--- src/core/adc_calc_pkg.sv ---
// Constants, types and register map of the post-conversion computation unit.
// Assumes a 32-bit Avalon-MM register port with byte addresses.
package adc_calc_pkg;
  localparam int ADDR_W = 8;
  localparam int ACC_W = 20;
  localparam int RES_W = 12;
  localparam int FILT_W = 16;
  localparam int LPF_SHIFT = 2;

  localparam logic [7:0] OFS_CTRL = 8'h00;
  localparam logic [7:0] OFS_RPT = 8'h04;
  localparam logic [7:0] OFS_CNT = 8'h08;
  localparam logic [7:0] OFS_CHAN = 8'h0C;
  localparam logic [7:0] OFS_RESH = 8'h10;
  localparam logic [7:0] OFS_RESL = 8'h14;
  localparam logic [7:0] OFS_ACC = 8'h18;
  localparam logic [7:0] OFS_FILT = 8'h1C;
  localparam logic [7:0] OFS_STAT = 8'h20;
  localparam logic [7:0] OFS_MASK = 8'h24;
  localparam logic [7:0] OFS_THR = 8'h28;

  localparam int CTRL_MODE_LSB = 0;
  localparam int CTRL_DSE_BIT = 3;
  localparam int CTRL_FM_BIT = 4;
  localparam int CTRL_TRIG_EN_BIT = 5;
  localparam int CTRL_ABOVE_BIT = 6;
  localparam int CTRL_CLR_BIT = 7;
  localparam int CTRL_GO_BIT = 8;
  localparam int STAT_DONE_BIT = 0;
  localparam int STAT_THR_BIT = 1;

  localparam logic [7:0] CTRL_RST = 8'h00;
  localparam logic [7:0] RPT_RST = 8'h01;
  localparam logic [5:0] CHAN_RST = 6'h00;
  localparam logic [ACC_W-1:0] THR_RST = 20'h00000;

  // Mode field encoding.
  localparam logic [2:0] MODE_BASIC = 3'h0;
  localparam logic [2:0] MODE_ACCUM = 3'h1;
  localparam logic [2:0] MODE_AVG = 3'h2;
  localparam logic [2:0] MODE_BURST = 3'h3;
  localparam logic [2:0] MODE_LPF = 3'h4;

  typedef enum logic [0:0] {
    ST_IDLE = 1'b0,
    ST_WAIT = 1'b1
  } seq_state_type;

  typedef struct packed {
    logic start;
    logic [5:0] channel;
  } conv_req_type;

  typedef struct packed {
    logic done;
    logic [RES_W-1:0] data;
  } conv_rsp_type;
endpackage : adc_calc_pkg

--- src/core/adc_calc_unit.sv ---
// Post-conversion computation unit with Avalon-MM register slave and interrupt.
// Assumes the conversion core runs on sys_clk_i and answers each start with one done pulse.
// How it works
// The three-bit mode field of the control register picks one of five computation modes.
// Basic mode runs one conversion per trigger, or two when double sampling is enabled.
// Basic mode raises the done flag only after the last conversion of the trigger.
// Accumulate mode adds each result into the accumulator and bumps the sample count.
// Accumulate mode raises done on every conversion and tests the threshold as configured.
// Average mode accumulates and tests once the repeat count of samples is reached.
// Average mode clears the accumulator on the trigger after a test and needs a full count again.
// Burst mode clears on the trigger, converts until the repeat count, then tests once.
// Filter mode filters every result and first tests when the repeat count is reached.
// Filter mode tests on every later trigger once the repeat count was reached.
// Channel select is six bits wide and its upper two bits read zero.
// In right-justified format the high result byte holds result bits 11 to 8 in its low nibble.
// In right-justified format the low result byte holds result bits 7 to 0.
// A rising trigger edge, when enabled, sets the conversion start bit in hardware.
// The mapping of mode codes to modes is a set of package constants.
// The accumulator is wide enough for the largest repeat count of full-scale results.
//
// Our own choices: the address map and the Avalon-MM slave port.
`timescale 1ns/10ps
module adc_calc_unit
  import adc_calc_pkg::*;
(
  input wire logic sys_clk_i,
  input wire logic resetn_i,
  input wire logic [ADDR_W-1:0] avs_address_i,
  input wire logic avs_read_i,
  input wire logic avs_write_i,
  input wire logic [31:0] avs_writedata_i,
  input wire logic [3:0] avs_byteenable_i,
  output logic [31:0] avs_readdata_o,
  output logic avs_waitrequest_o,
  input wire logic trigger_i,
  input wire conv_rsp_type conv_i,
  output conv_req_type conv_o,
  output logic irq_o
);
  logic [7:0] ctrl_q;
  logic [7:0] rpt_q;
  logic [7:0] cnt_q;
  logic [5:0] chan_q;
  logic [7:0] resh_q;
  logic [7:0] resl_q;
  logic [ACC_W-1:0] acc_q;
  logic [FILT_W-1:0] filt_q;
  logic [1:0] stat_q;
  logic [1:0] mask_q;
  logic [ACC_W-1:0] thr_q;
  logic go_q;
  logic start_q;
  logic tested_q;
  logic [1:0] left_q;
  logic wait_q;
  logic [31:0] rdata_q;
  logic irq_q;
  seq_state_type state_q;

  logic [2:0] mode;
  logic trig_rise;
  logic acc_wr;
  logic [31:0] wmask;
  logic [31:0] rdata_d;
  logic go_wr;
  logic clr_wr;
  logic trig_take;
  logic done_hit;
  logic [7:0] cnt_inc;
  logic reached;
  logic more;
  logic done_evt;
  logic test_evt;
  logic [ACC_W-1:0] test_val;
  logic thr_hit;
  logic [FILT_W:0] filt_diff;
  logic [FILT_W-1:0] filt_d;
  logic [1:0] stat_set;

  edge_sync u_trig_sync (
    .sys_clk_i(sys_clk_i),
    .resetn_i(resetn_i),
    .async_i(trigger_i),
    .rise_o(trig_rise)
  );

  assign mode = ctrl_q[CTRL_MODE_LSB +: 3];
  // The bus access completes in the cycle where waitrequest is low.
  assign acc_wr = avs_write_i & ~wait_q;
  assign wmask = {{8{avs_byteenable_i[3]}}, {8{avs_byteenable_i[2]}},
                  {8{avs_byteenable_i[1]}}, {8{avs_byteenable_i[0]}}};
  assign go_wr = acc_wr && avs_address_i == OFS_CTRL && avs_byteenable_i[1]
                 && avs_writedata_i[CTRL_GO_BIT];
  assign clr_wr = acc_wr && avs_address_i == OFS_CTRL && avs_byteenable_i[0]
                  && avs_writedata_i[CTRL_CLR_BIT];
  assign trig_take = state_q == ST_IDLE
                     && (go_wr || (trig_rise && ctrl_q[CTRL_TRIG_EN_BIT]));
  assign done_hit = state_q == ST_WAIT && conv_i.done;
  assign cnt_inc = (cnt_q == 8'hFF) ? cnt_q : cnt_q + 8'h01;
  assign reached = cnt_inc >= rpt_q;
  assign filt_diff = {1'b0, conv_i.data, 4'h0} - {1'b0, filt_q};
  assign filt_d = filt_q + FILT_W'($signed(filt_diff) >>> LPF_SHIFT);

  always_comb begin
    more = 1'b0;
    done_evt = 1'b0;
    test_evt = 1'b0;
    test_val = acc_q + ACC_W'(conv_i.data);
    if (done_hit) begin
      unique case (mode)
        MODE_BASIC: begin
          more = left_q == 2'h2;
          done_evt = left_q == 2'h1;
          test_evt = left_q == 2'h1;
          test_val = ACC_W'(conv_i.data);
        end
        MODE_ACCUM: begin
          done_evt = 1'b1;
          test_evt = 1'b1;
        end
        MODE_AVG: begin
          done_evt = 1'b1;
          test_evt = reached;
        end
        MODE_BURST: begin
          more = ~reached;
          done_evt = reached;
          test_evt = reached;
        end
        MODE_LPF: begin
          done_evt = 1'b1;
          test_evt = reached;
          test_val = ACC_W'(filt_d[FILT_W-1:4]);
        end
        default: begin
          done_evt = 1'b1;
        end
      endcase
    end
  end

  assign thr_hit = ctrl_q[CTRL_ABOVE_BIT] ? (test_val > thr_q) : (test_val < thr_q);
  assign stat_set = {test_evt & thr_hit, done_evt};

  // Conversion sequencer.
  always_ff @(posedge sys_clk_i or negedge resetn_i) begin
    if (!resetn_i) begin
      state_q <= ST_IDLE;
      start_q <= 1'b0;
      left_q <= 2'h0;
      go_q <= 1'b0;
    end else begin
      start_q <= 1'b0;
      if (trig_take) begin
        state_q <= ST_WAIT;
        start_q <= 1'b1;
        go_q <= 1'b1;
        left_q <= (mode == MODE_BASIC && ctrl_q[CTRL_DSE_BIT]) ? 2'h2 : 2'h1;
      end else if (done_hit) begin
        if (more) begin
          start_q <= 1'b1;
          left_q <= (left_q == 2'h2) ? 2'h1 : left_q;
        end else begin
          state_q <= ST_IDLE;
          go_q <= 1'b0;
          left_q <= 2'h0;
        end
      end
    end
  end

  // Accumulator, sample count and filter.
  always_ff @(posedge sys_clk_i or negedge resetn_i) begin
    if (!resetn_i) begin
      acc_q <= '0;
      cnt_q <= 8'h00;
      filt_q <= '0;
      tested_q <= 1'b0;
    end else if (clr_wr) begin
      acc_q <= '0;
      cnt_q <= 8'h00;
      filt_q <= '0;
      tested_q <= 1'b0;
    end else if (trig_take) begin
      if (mode == MODE_BURST || (mode == MODE_AVG && tested_q)) begin
        acc_q <= '0;
        cnt_q <= 8'h00;
      end
      tested_q <= 1'b0;
    end else if (done_hit) begin
      unique case (mode)
        MODE_ACCUM, MODE_AVG, MODE_BURST: begin
          acc_q <= acc_q + ACC_W'(conv_i.data);
          cnt_q <= cnt_inc;
          tested_q <= mode == MODE_AVG && reached;
        end
        MODE_LPF: begin
          filt_q <= filt_d;
          cnt_q <= cnt_inc;
        end
        default: begin
          cnt_q <= cnt_q;
        end
      endcase
    end
  end

  // Result byte registers.
  always_ff @(posedge sys_clk_i or negedge resetn_i) begin
    if (!resetn_i) begin
      resh_q <= 8'h00;
      resl_q <= 8'h00;
    end else if (done_hit) begin
      if (ctrl_q[CTRL_FM_BIT]) begin
        resh_q <= {4'h0, conv_i.data[11:8]};
        resl_q <= conv_i.data[7:0];
      end else begin
        resh_q <= conv_i.data[11:4];
        resl_q <= {conv_i.data[3:0], 4'h0};
      end
    end else if (acc_wr && avs_byteenable_i[0]) begin
      if (avs_address_i == OFS_RESH) begin
        resh_q <= avs_writedata_i[7:0];
      end
      if (avs_address_i == OFS_RESL) begin
        resl_q <= avs_writedata_i[7:0];
      end
    end
  end

  // Software configuration registers.
  always_ff @(posedge sys_clk_i or negedge resetn_i) begin
    if (!resetn_i) begin
      ctrl_q <= CTRL_RST;
      rpt_q <= RPT_RST;
      chan_q <= CHAN_RST;
      mask_q <= 2'h0;
      thr_q <= THR_RST;
    end else if (acc_wr) begin
      unique case (avs_address_i)
        OFS_CTRL: ctrl_q <= (ctrl_q & ~wmask[7:0]) | (avs_writedata_i[7:0] & wmask[7:0]
                            & ~(8'h01 << CTRL_CLR_BIT));
        OFS_RPT: rpt_q <= (rpt_q & ~wmask[7:0]) | (avs_writedata_i[7:0] & wmask[7:0]);
        OFS_CHAN: chan_q <= (chan_q & ~wmask[5:0]) | (avs_writedata_i[5:0] & wmask[5:0]);
        OFS_MASK: mask_q <= (mask_q & ~wmask[1:0]) | (avs_writedata_i[1:0] & wmask[1:0]);
        OFS_THR: thr_q <= (thr_q & ~wmask[ACC_W-1:0])
                          | (avs_writedata_i[ACC_W-1:0] & wmask[ACC_W-1:0]);
        default: ctrl_q <= ctrl_q;
      endcase
    end
  end

  // Sticky status; a new event in the clearing cycle wins.
  always_ff @(posedge sys_clk_i or negedge resetn_i) begin
    if (!resetn_i) begin
      stat_q <= 2'h0;
    end else if (acc_wr && avs_address_i == OFS_STAT && avs_byteenable_i[0]) begin
      stat_q <= (stat_q & ~avs_writedata_i[1:0]) | stat_set;
    end else begin
      stat_q <= stat_q | stat_set;
    end
  end

  always_ff @(posedge sys_clk_i or negedge resetn_i) begin
    if (!resetn_i) begin
      irq_q <= 1'b0;
    end else begin
      irq_q <= |(stat_q & mask_q);
    end
  end

  always_comb begin
    rdata_d = 32'h00000000;
    unique case (avs_address_i)
      OFS_CTRL: rdata_d = {23'h000000, go_q, ctrl_q};
      OFS_RPT: rdata_d = {24'h000000, rpt_q};
      OFS_CNT: rdata_d = {24'h000000, cnt_q};
      OFS_CHAN: rdata_d = {26'h0000000, chan_q};
      OFS_RESH: rdata_d = {24'h000000, resh_q};
      OFS_RESL: rdata_d = {24'h000000, resl_q};
      OFS_ACC: rdata_d = {12'h000, acc_q};
      OFS_FILT: rdata_d = {16'h0000, filt_q};
      OFS_STAT: rdata_d = {30'h00000000, stat_q};
      OFS_MASK: rdata_d = {30'h00000000, mask_q};
      OFS_THR: rdata_d = {12'h000, thr_q};
      default: rdata_d = 32'h00000000;
    endcase
  end

  // One wait cycle per access; read data is captured while waitrequest is high.
  always_ff @(posedge sys_clk_i or negedge resetn_i) begin
    if (!resetn_i) begin
      wait_q <= 1'b1;
      rdata_q <= 32'h00000000;
    end else begin
      wait_q <= ~((avs_read_i | avs_write_i) & wait_q);
      if (avs_read_i && wait_q) begin
        rdata_q <= rdata_d;
      end
    end
  end

  assign avs_readdata_o = rdata_q;
  assign avs_waitrequest_o = wait_q;
  assign conv_o.start = start_q;
  assign conv_o.channel = chan_q;
  assign irq_o = irq_q;

  property p_dse_two;
    @(posedge sys_clk_i) disable iff (!resetn_i)
      trig_take && mode == MODE_BASIC && ctrl_q[CTRL_DSE_BIT] |=> left_q == 2'h2 && start_q;
  endproperty
  a_dse_two: assert property (p_dse_two) else $error("double sample not armed");

  property p_basic_done_last;
    @(posedge sys_clk_i) disable iff (!resetn_i)
      done_hit && mode == MODE_BASIC && left_q == 2'h2 |-> !done_evt ##1 start_q && go_q;
  endproperty
  a_basic_done_last: assert property (p_basic_done_last) else $error("basic ended early");

  property p_accum_add;
    @(posedge sys_clk_i) disable iff (!resetn_i)
      done_hit && mode == MODE_ACCUM && !clr_wr && cnt_q != 8'hFF
      |=> acc_q == $past(acc_q) + ACC_W'($past(conv_i.data)) && cnt_q == $past(cnt_q) + 8'h01;
  endproperty
  a_accum_add: assert property (p_accum_add) else $error("accumulate step wrong");

  property p_accum_done;
    @(posedge sys_clk_i) disable iff (!resetn_i)
      done_hit && mode == MODE_ACCUM |=> stat_q[STAT_DONE_BIT];
  endproperty
  a_accum_done: assert property (p_accum_done) else $error("done flag missing");

  property p_avg_clear;
    @(posedge sys_clk_i) disable iff (!resetn_i)
      trig_take && mode == MODE_AVG && tested_q && !clr_wr |=> acc_q == '0 && cnt_q == 8'h00;
  endproperty
  a_avg_clear: assert property (p_avg_clear) else $error("average not cleared");

  property p_burst_run;
    @(posedge sys_clk_i) disable iff (!resetn_i)
      trig_take && mode == MODE_BURST && !clr_wr |=> acc_q == '0 ##0 go_q;
  endproperty
  a_burst_run: assert property (p_burst_run) else $error("burst start wrong");

  property p_lpf_test;
    @(posedge sys_clk_i) disable iff (!resetn_i)
      done_hit && mode == MODE_LPF && cnt_q >= rpt_q |-> test_evt;
  endproperty
  a_lpf_test: assert property (p_lpf_test) else $error("filter test missing");

  property p_chan_read;
    @(posedge sys_clk_i) disable iff (!resetn_i)
      avs_read_i && wait_q && avs_address_i == OFS_CHAN |=> avs_readdata_o[31:6] == 26'h0;
  endproperty
  a_chan_read: assert property (p_chan_read) else $error("channel upper bits set");

  property p_right_just;
    @(posedge sys_clk_i) disable iff (!resetn_i)
      done_hit && ctrl_q[CTRL_FM_BIT]
      |=> resh_q == {4'h0, $past(conv_i.data[11:8])} && resl_q == $past(conv_i.data[7:0]);
  endproperty
  a_right_just: assert property (p_right_just) else $error("result bytes wrong");

  property p_trig_go;
    @(posedge sys_clk_i) disable iff (!resetn_i)
      state_q == ST_IDLE && trig_rise && ctrl_q[CTRL_TRIG_EN_BIT] |=> go_q ##1 !start_q;
  endproperty
  a_trig_go: assert property (p_trig_go) else $error("trigger did not start");
endmodule : adc_calc_unit

--- src/core/edge_sync.sv ---
// Two-stage synchroniser with rising-edge detection.
// Assumes the input is asynchronous to sys_clk_i.
`timescale 1ns/10ps
module edge_sync (
  input wire logic sys_clk_i,
  input wire logic resetn_i,
  input wire logic async_i,
  output logic rise_o
);
  logic meta_q;
  logic sync_q;
  logic last_q;

  always_ff @(posedge sys_clk_i or negedge resetn_i) begin
    if (!resetn_i) begin
      meta_q <= 1'b0;
      sync_q <= 1'b0;
      last_q <= 1'b0;
    end else begin
      meta_q <= async_i;
      sync_q <= meta_q;
      last_q <= sync_q;
    end
  end

  assign rise_o = sync_q & ~last_q;
endmodule : edge_sync

--- config.mk ---
export PLATFORM = sky130hd
export DESIGN_NAME = adc_calc_unit
export DESIGN_NICKNAME = d
export VERILOG_FILES = /design/src/core/adc_calc_pkg.sv /design/src/core/adc_calc_unit.sv /design/src/core/edge_sync.sv
export SDC_FILE = /design/constraint.sdc
export NUM_CORES = 1
export LEC_CHECK = 0
export BUFFER_PORTS_ARGS = -buffer_cell sky130_fd_sc_hd__buf_4
export CAP_MARGIN = 30
export CELL_PAD_IN_SITES_DETAIL_PLACEMENT = 1
export CELL_PAD_IN_SITES_GLOBAL_PLACEMENT = 1
export CORE_ASPECT_RATIO = 0.7
export CORE_UTILIZATION = 35
export CTS_BUF_LIST = sky130_fd_sc_hd__clkbuf_4 sky130_fd_sc_hd__clkbuf_8
export DETAILED_ROUTE_END_ITERATION = 10
export MAX_ROUTING_LAYER = met4
export PLACE_DENSITY_LB_ADDON = 0.1
export SYNTH_ARGS = -nofsm -noshare
export SYNTH_HDL_FRONTEND = slang
export SYNTH_SLANG_ARGS = --single-unit
--- constraint.sdc ---
create_clock -name sys_clk_i -period 5.9 [get_ports sys_clk_i]
set_input_delay 0 -clock sys_clk_i [delete_from_list [all_inputs] [get_ports sys_clk_i]]
set_output_delay 0 -clock sys_clk_i [all_outputs]
set_load 0.005 [all_outputs]
==> results.sh <==
export IMPL_path_buf_inv=1
export IMPL_grt_overflow_total=0
export IMPL_rsz0062_at_grt="no"
export IMPL_syn_inst=1073
export IMPL_path_clk_slew_ps=90
export IMPL_worst_ep_arrival_time_ps=5950
export IMPL_ys_types=78
export IMPL_finish_instance_area_sq_um=11500
export IMPL_max_freq_mhz=181
export IMPL_synth_seq_area_share_pct=35.2
export IMPL_r2r_slack_ps=380
export IMPL_cts_setup_buffers=0
export IMPL_grt_use_total_pct=26.8
export IMPL_drtIter0Drc=700
export IMPL_crit_family="compound AO/OA/AOI/OAI gates"
export IMPL_slowest_delay_ps=450
export IMPL_hpwl_microns=26600
export IMPL_portBuffers=77
export IMPL_row_count=50
export IMPL_cts_sinks=136
export IMPL_syn_area_sq_um=9680
export IMPL_first_global_vias=8850
export IMPL_synth_main_ff_cell="dfrtp_1"
export IMPL_worst_pin_slew_ps=856
export IMPL_die_x_microns=201
export IMPL_synth_area_per_cell_sq_um=9.02
export IMPL_async_flop_share_pct=100
export IMPL_hold_viol=0
export IMPL_p_total_w=0.00215
export IMPL_ir_worst_vdd_uv=130
export IMPL_holdPathStages=3
export IMPL_cp_common_cell="ha_1"
export IMPL_path_max_fanout=4
export IMPL_clk_latency_ps=490
export IMPL_rr_endpoint="stat_q[1]"
export IMPL_fin_setup_tns_ps=0
export IMPL_status="finished, final reports clean"
export IMPL_htree_num_levels=4
export IMPL_holdCritPathClass="in2reg"
export IMPL_final_max_slew_viol_count=0
export IMPL_dp_slack_ps=155
export IMPL_crit_type="reg2reg"
export IMPL_synth_edf_count=0
export IMPL_maxSlewHeadroom_pct=42.8
export IMPL_vias=8797
export IMPL_dieArea_sq_um=28300
export IMPL_nNetsFinal=1320
export IMPL_drt_wl_total_microns=35300
export IMPL_post_drt_wl_per_cell_microns=22.6
export IMPL_worst_path_max_delay_cell="a2111oi_2"
export IMPL_drc=0
export IMPL_dr_pass1_iters=5
export IMPL_vias_per_cell=5.62
export IMPL_diodes=0
export IMPL_root_buffer="clkbuf_8"
export IMPL_start_kind="flip-flop"
export IMPL_setup_viol_count_final=0
export IMPL_fin_skew_ps=18.2
export IMPL_place_area_sq_um=10700
export IMPL_core_sq_um=27000
export IMPL_critical_path_endpoint_type="flip-flop"
export IMPL_grt_start_max_net_pins=73
export IMPL_grt_pass1_wl_microns=54900
export IMPL_antenna_found_initial=1
export IMPL_period_share_pct=93.5
export IMPL_syn_to_final_growth_pct=19.1
export IMPL_cp_cell_sequence="inv_1, ha_1, a21oi_2, o22ai_2, o21ai_1, nand3b_1, a31o_2, a211oi_1, a21oi_1, ha_1, a21o_1, a21oi_1, and2_1, a32o_1, xnor3_1, o221a_2, ha_1, a21oi_2, o21ai_0, a2111oi_2, mux2i_2, a32o_1"
export IMPL_ys_ff_latch=136
export IMPL_start_util_pct=35.9
export IMPL_drive_gt1_share_pct=18.0
export IMPL_hp_start="avs_byteenable_i[2]"
export IMPL_finalCriticalPeriod_ps=5520
export IMPL_die_h_microns=141
export IMPL_reg2reg_from="filt_q[5]"
export IMPL_io_pins=103
export IMPL_ant_nets=0
export IMPL_yosys_warnings=0
export IMPL_cp_required_ps=6330
export IMPL_fillers=3108
export IMPL_max_clock_path_buffers=2
export IMPL_p_per_area_nw_per_um2=187
export IMPL_gp_congestion=0.882
export IMPL_layout_setup_ws_ps=381
export IMPL_cap_violations=0
export IMPL_p_leak_nw=5.27
export IMPL_r2r_cells=22
export IMPL_cts_tree="done"
export IMPL_cts_buffers=17
[worst max-delay path by stage]
stage,end,slack (ps),startpoint,cells after the start
after detailed placement,stat_q[1],150,filt_q[4],24
after global routing,stat_q[1],10,filt_q[5],22
after floorplan,stat_q[1],890,filt_q[5],25
after global placement,stat_q[1],300,filt_q[4],22
final,stat_q[1],380,filt_q[5],22
after CTS,stat_q[1],100,filt_q[4],24
[through the flow]
stage / std cells / utilization [%] / hold WS, ps
after floorplan: 1084 / - / -296
after global placement: 1492 / 39.5 / 78.4
after detailed placement: 1492 / 39.5 / 77.3
after CTS: 1563 / 42.5 / 28.4
after global routing: 1564 / 42.7 / 48.0
final: 1564 / 42.7 / 47.8
[cells in the final DEF, fill, tap and decap left out, types with 9 or more instances in the layout]
| master | instances |
|---|---|
| xor2_1 | 9 |
| mux2_2 | 45 |
| a211oi_1 | 14 |
| and2_1 | 11 |
| xnor2_1 | 26 |
| a31oi_1 | 13 |
| nand2_1 | 120 |
| o21a_1 | 11 |
| ha_1 | 69 |
| nor2_1 | 56 |
| and3_1 | 9 |
| buf_4 | 98 |
| nand3_1 | 34 |
| clkbuf_8 | 19 |
| inv_1 | 60 |
| nor2b_1 | 19 |
| a22o_1 | 10 |
| nor3_1 | 11 |
| a21oi_1 | 76 |
| dfrtp_1 | 132 |
| o21ai_0 | 78 |
| a21o_1 | 25 |
| a22oi_1 | 19 |
| conb_1 | 12 |
| mux2i_1 | 34 |
| dlygate4sd3_1 | 39 |
[cells in the mapped netlist, drive strengths merged, types with 23 or more instances]
cell type / n / area, sq um
a21oi: 80 / 404
xnor2: 26 / 228
o21ai: 80 / 400
nor2: 57 / 214
buf: 23 / 153
a21o: 25 / 188
nand3: 34 / 170
dfrtp: 134 / 3350
mux2: 45 / 507
mux2i: 35 / 350
inv: 60 / 225
ha: 69 / 863
nand2: 121 / 457
clkbuf: 32 / 120
[timing repair]
action                     CTS  global route
hold buffers                39             0
resized for setup            0            10
setup endpoints to repair    0             1
hold endpoints to repair   136             0
[worst register-to-register path: cells and delay by family, from the launching register on]
family | cells | cell delay [ps]
buffers and inverters | 1 | 50
adders and majority gates | 3 | 980
muxes | 1 | 370
AOI/OAI and AO/OA | 14 | 3130
xor gates and xnor gates | 1 | 230
and+or+nand+nor | 2 | 350
DFF | 1 | 360
[metal layers]
| metal | share of wire (%) | track usage [%] | vias to the layer above |
|---|---|---|---|
| li1 | - | - | 4118 |
| met1 | 52 | 41.1 | 4428 |
| met2 | 38 | 34.2 | 222 |
| met3 | 7.9 | 6.13 | 29 |
| met4 | 1.4 | 6.35 | 0 |
| met5 | 0 | - | - |
[final cells by class]
cell class	count	area (sq um)	share of cell area (%)
multi-input combinational	833	5850	50.8
clock buffer	21	277	2.40
tap	364	455	3.95
clock inverter	11	145	1.26
timing repair buffer	139	1160	10.1
inverter	60	225	1.95
sequential	136	3410	29.6
[power by group]
part | internal [W] | total, W | switching [W]
registers | 0.000952 | 0.000968 | 0.0000164
clock network | 0.000449 | 0.000878 | 0.000429
logic | 0.000123 | 0.000305 | 0.000182
total | 0.00152 | 0.00215 | 0.000627
[cells by family (layout without fill, tap and decap cells)]
family | Yosys count | count (layout) | synth area share, %
AO/OA/AOI/OAI | 317 | 317 | 21.3
AND/OR/NAND/NOR | 314 | 314 | 16.1
flip-flops | 136 | 136 | 35.2
buffers and inverters | 115 | 231 | 5.15
multiplexers | 83 | 83 | 9.56
adder cells (fa/ha/maj) | 71 | 71 | 9.34
XOR/XNOR | 36 | 36 | 3.40
other | 1 | 12 | 0.0388
No activity file was read; power rests on OpenSTA's default activity.
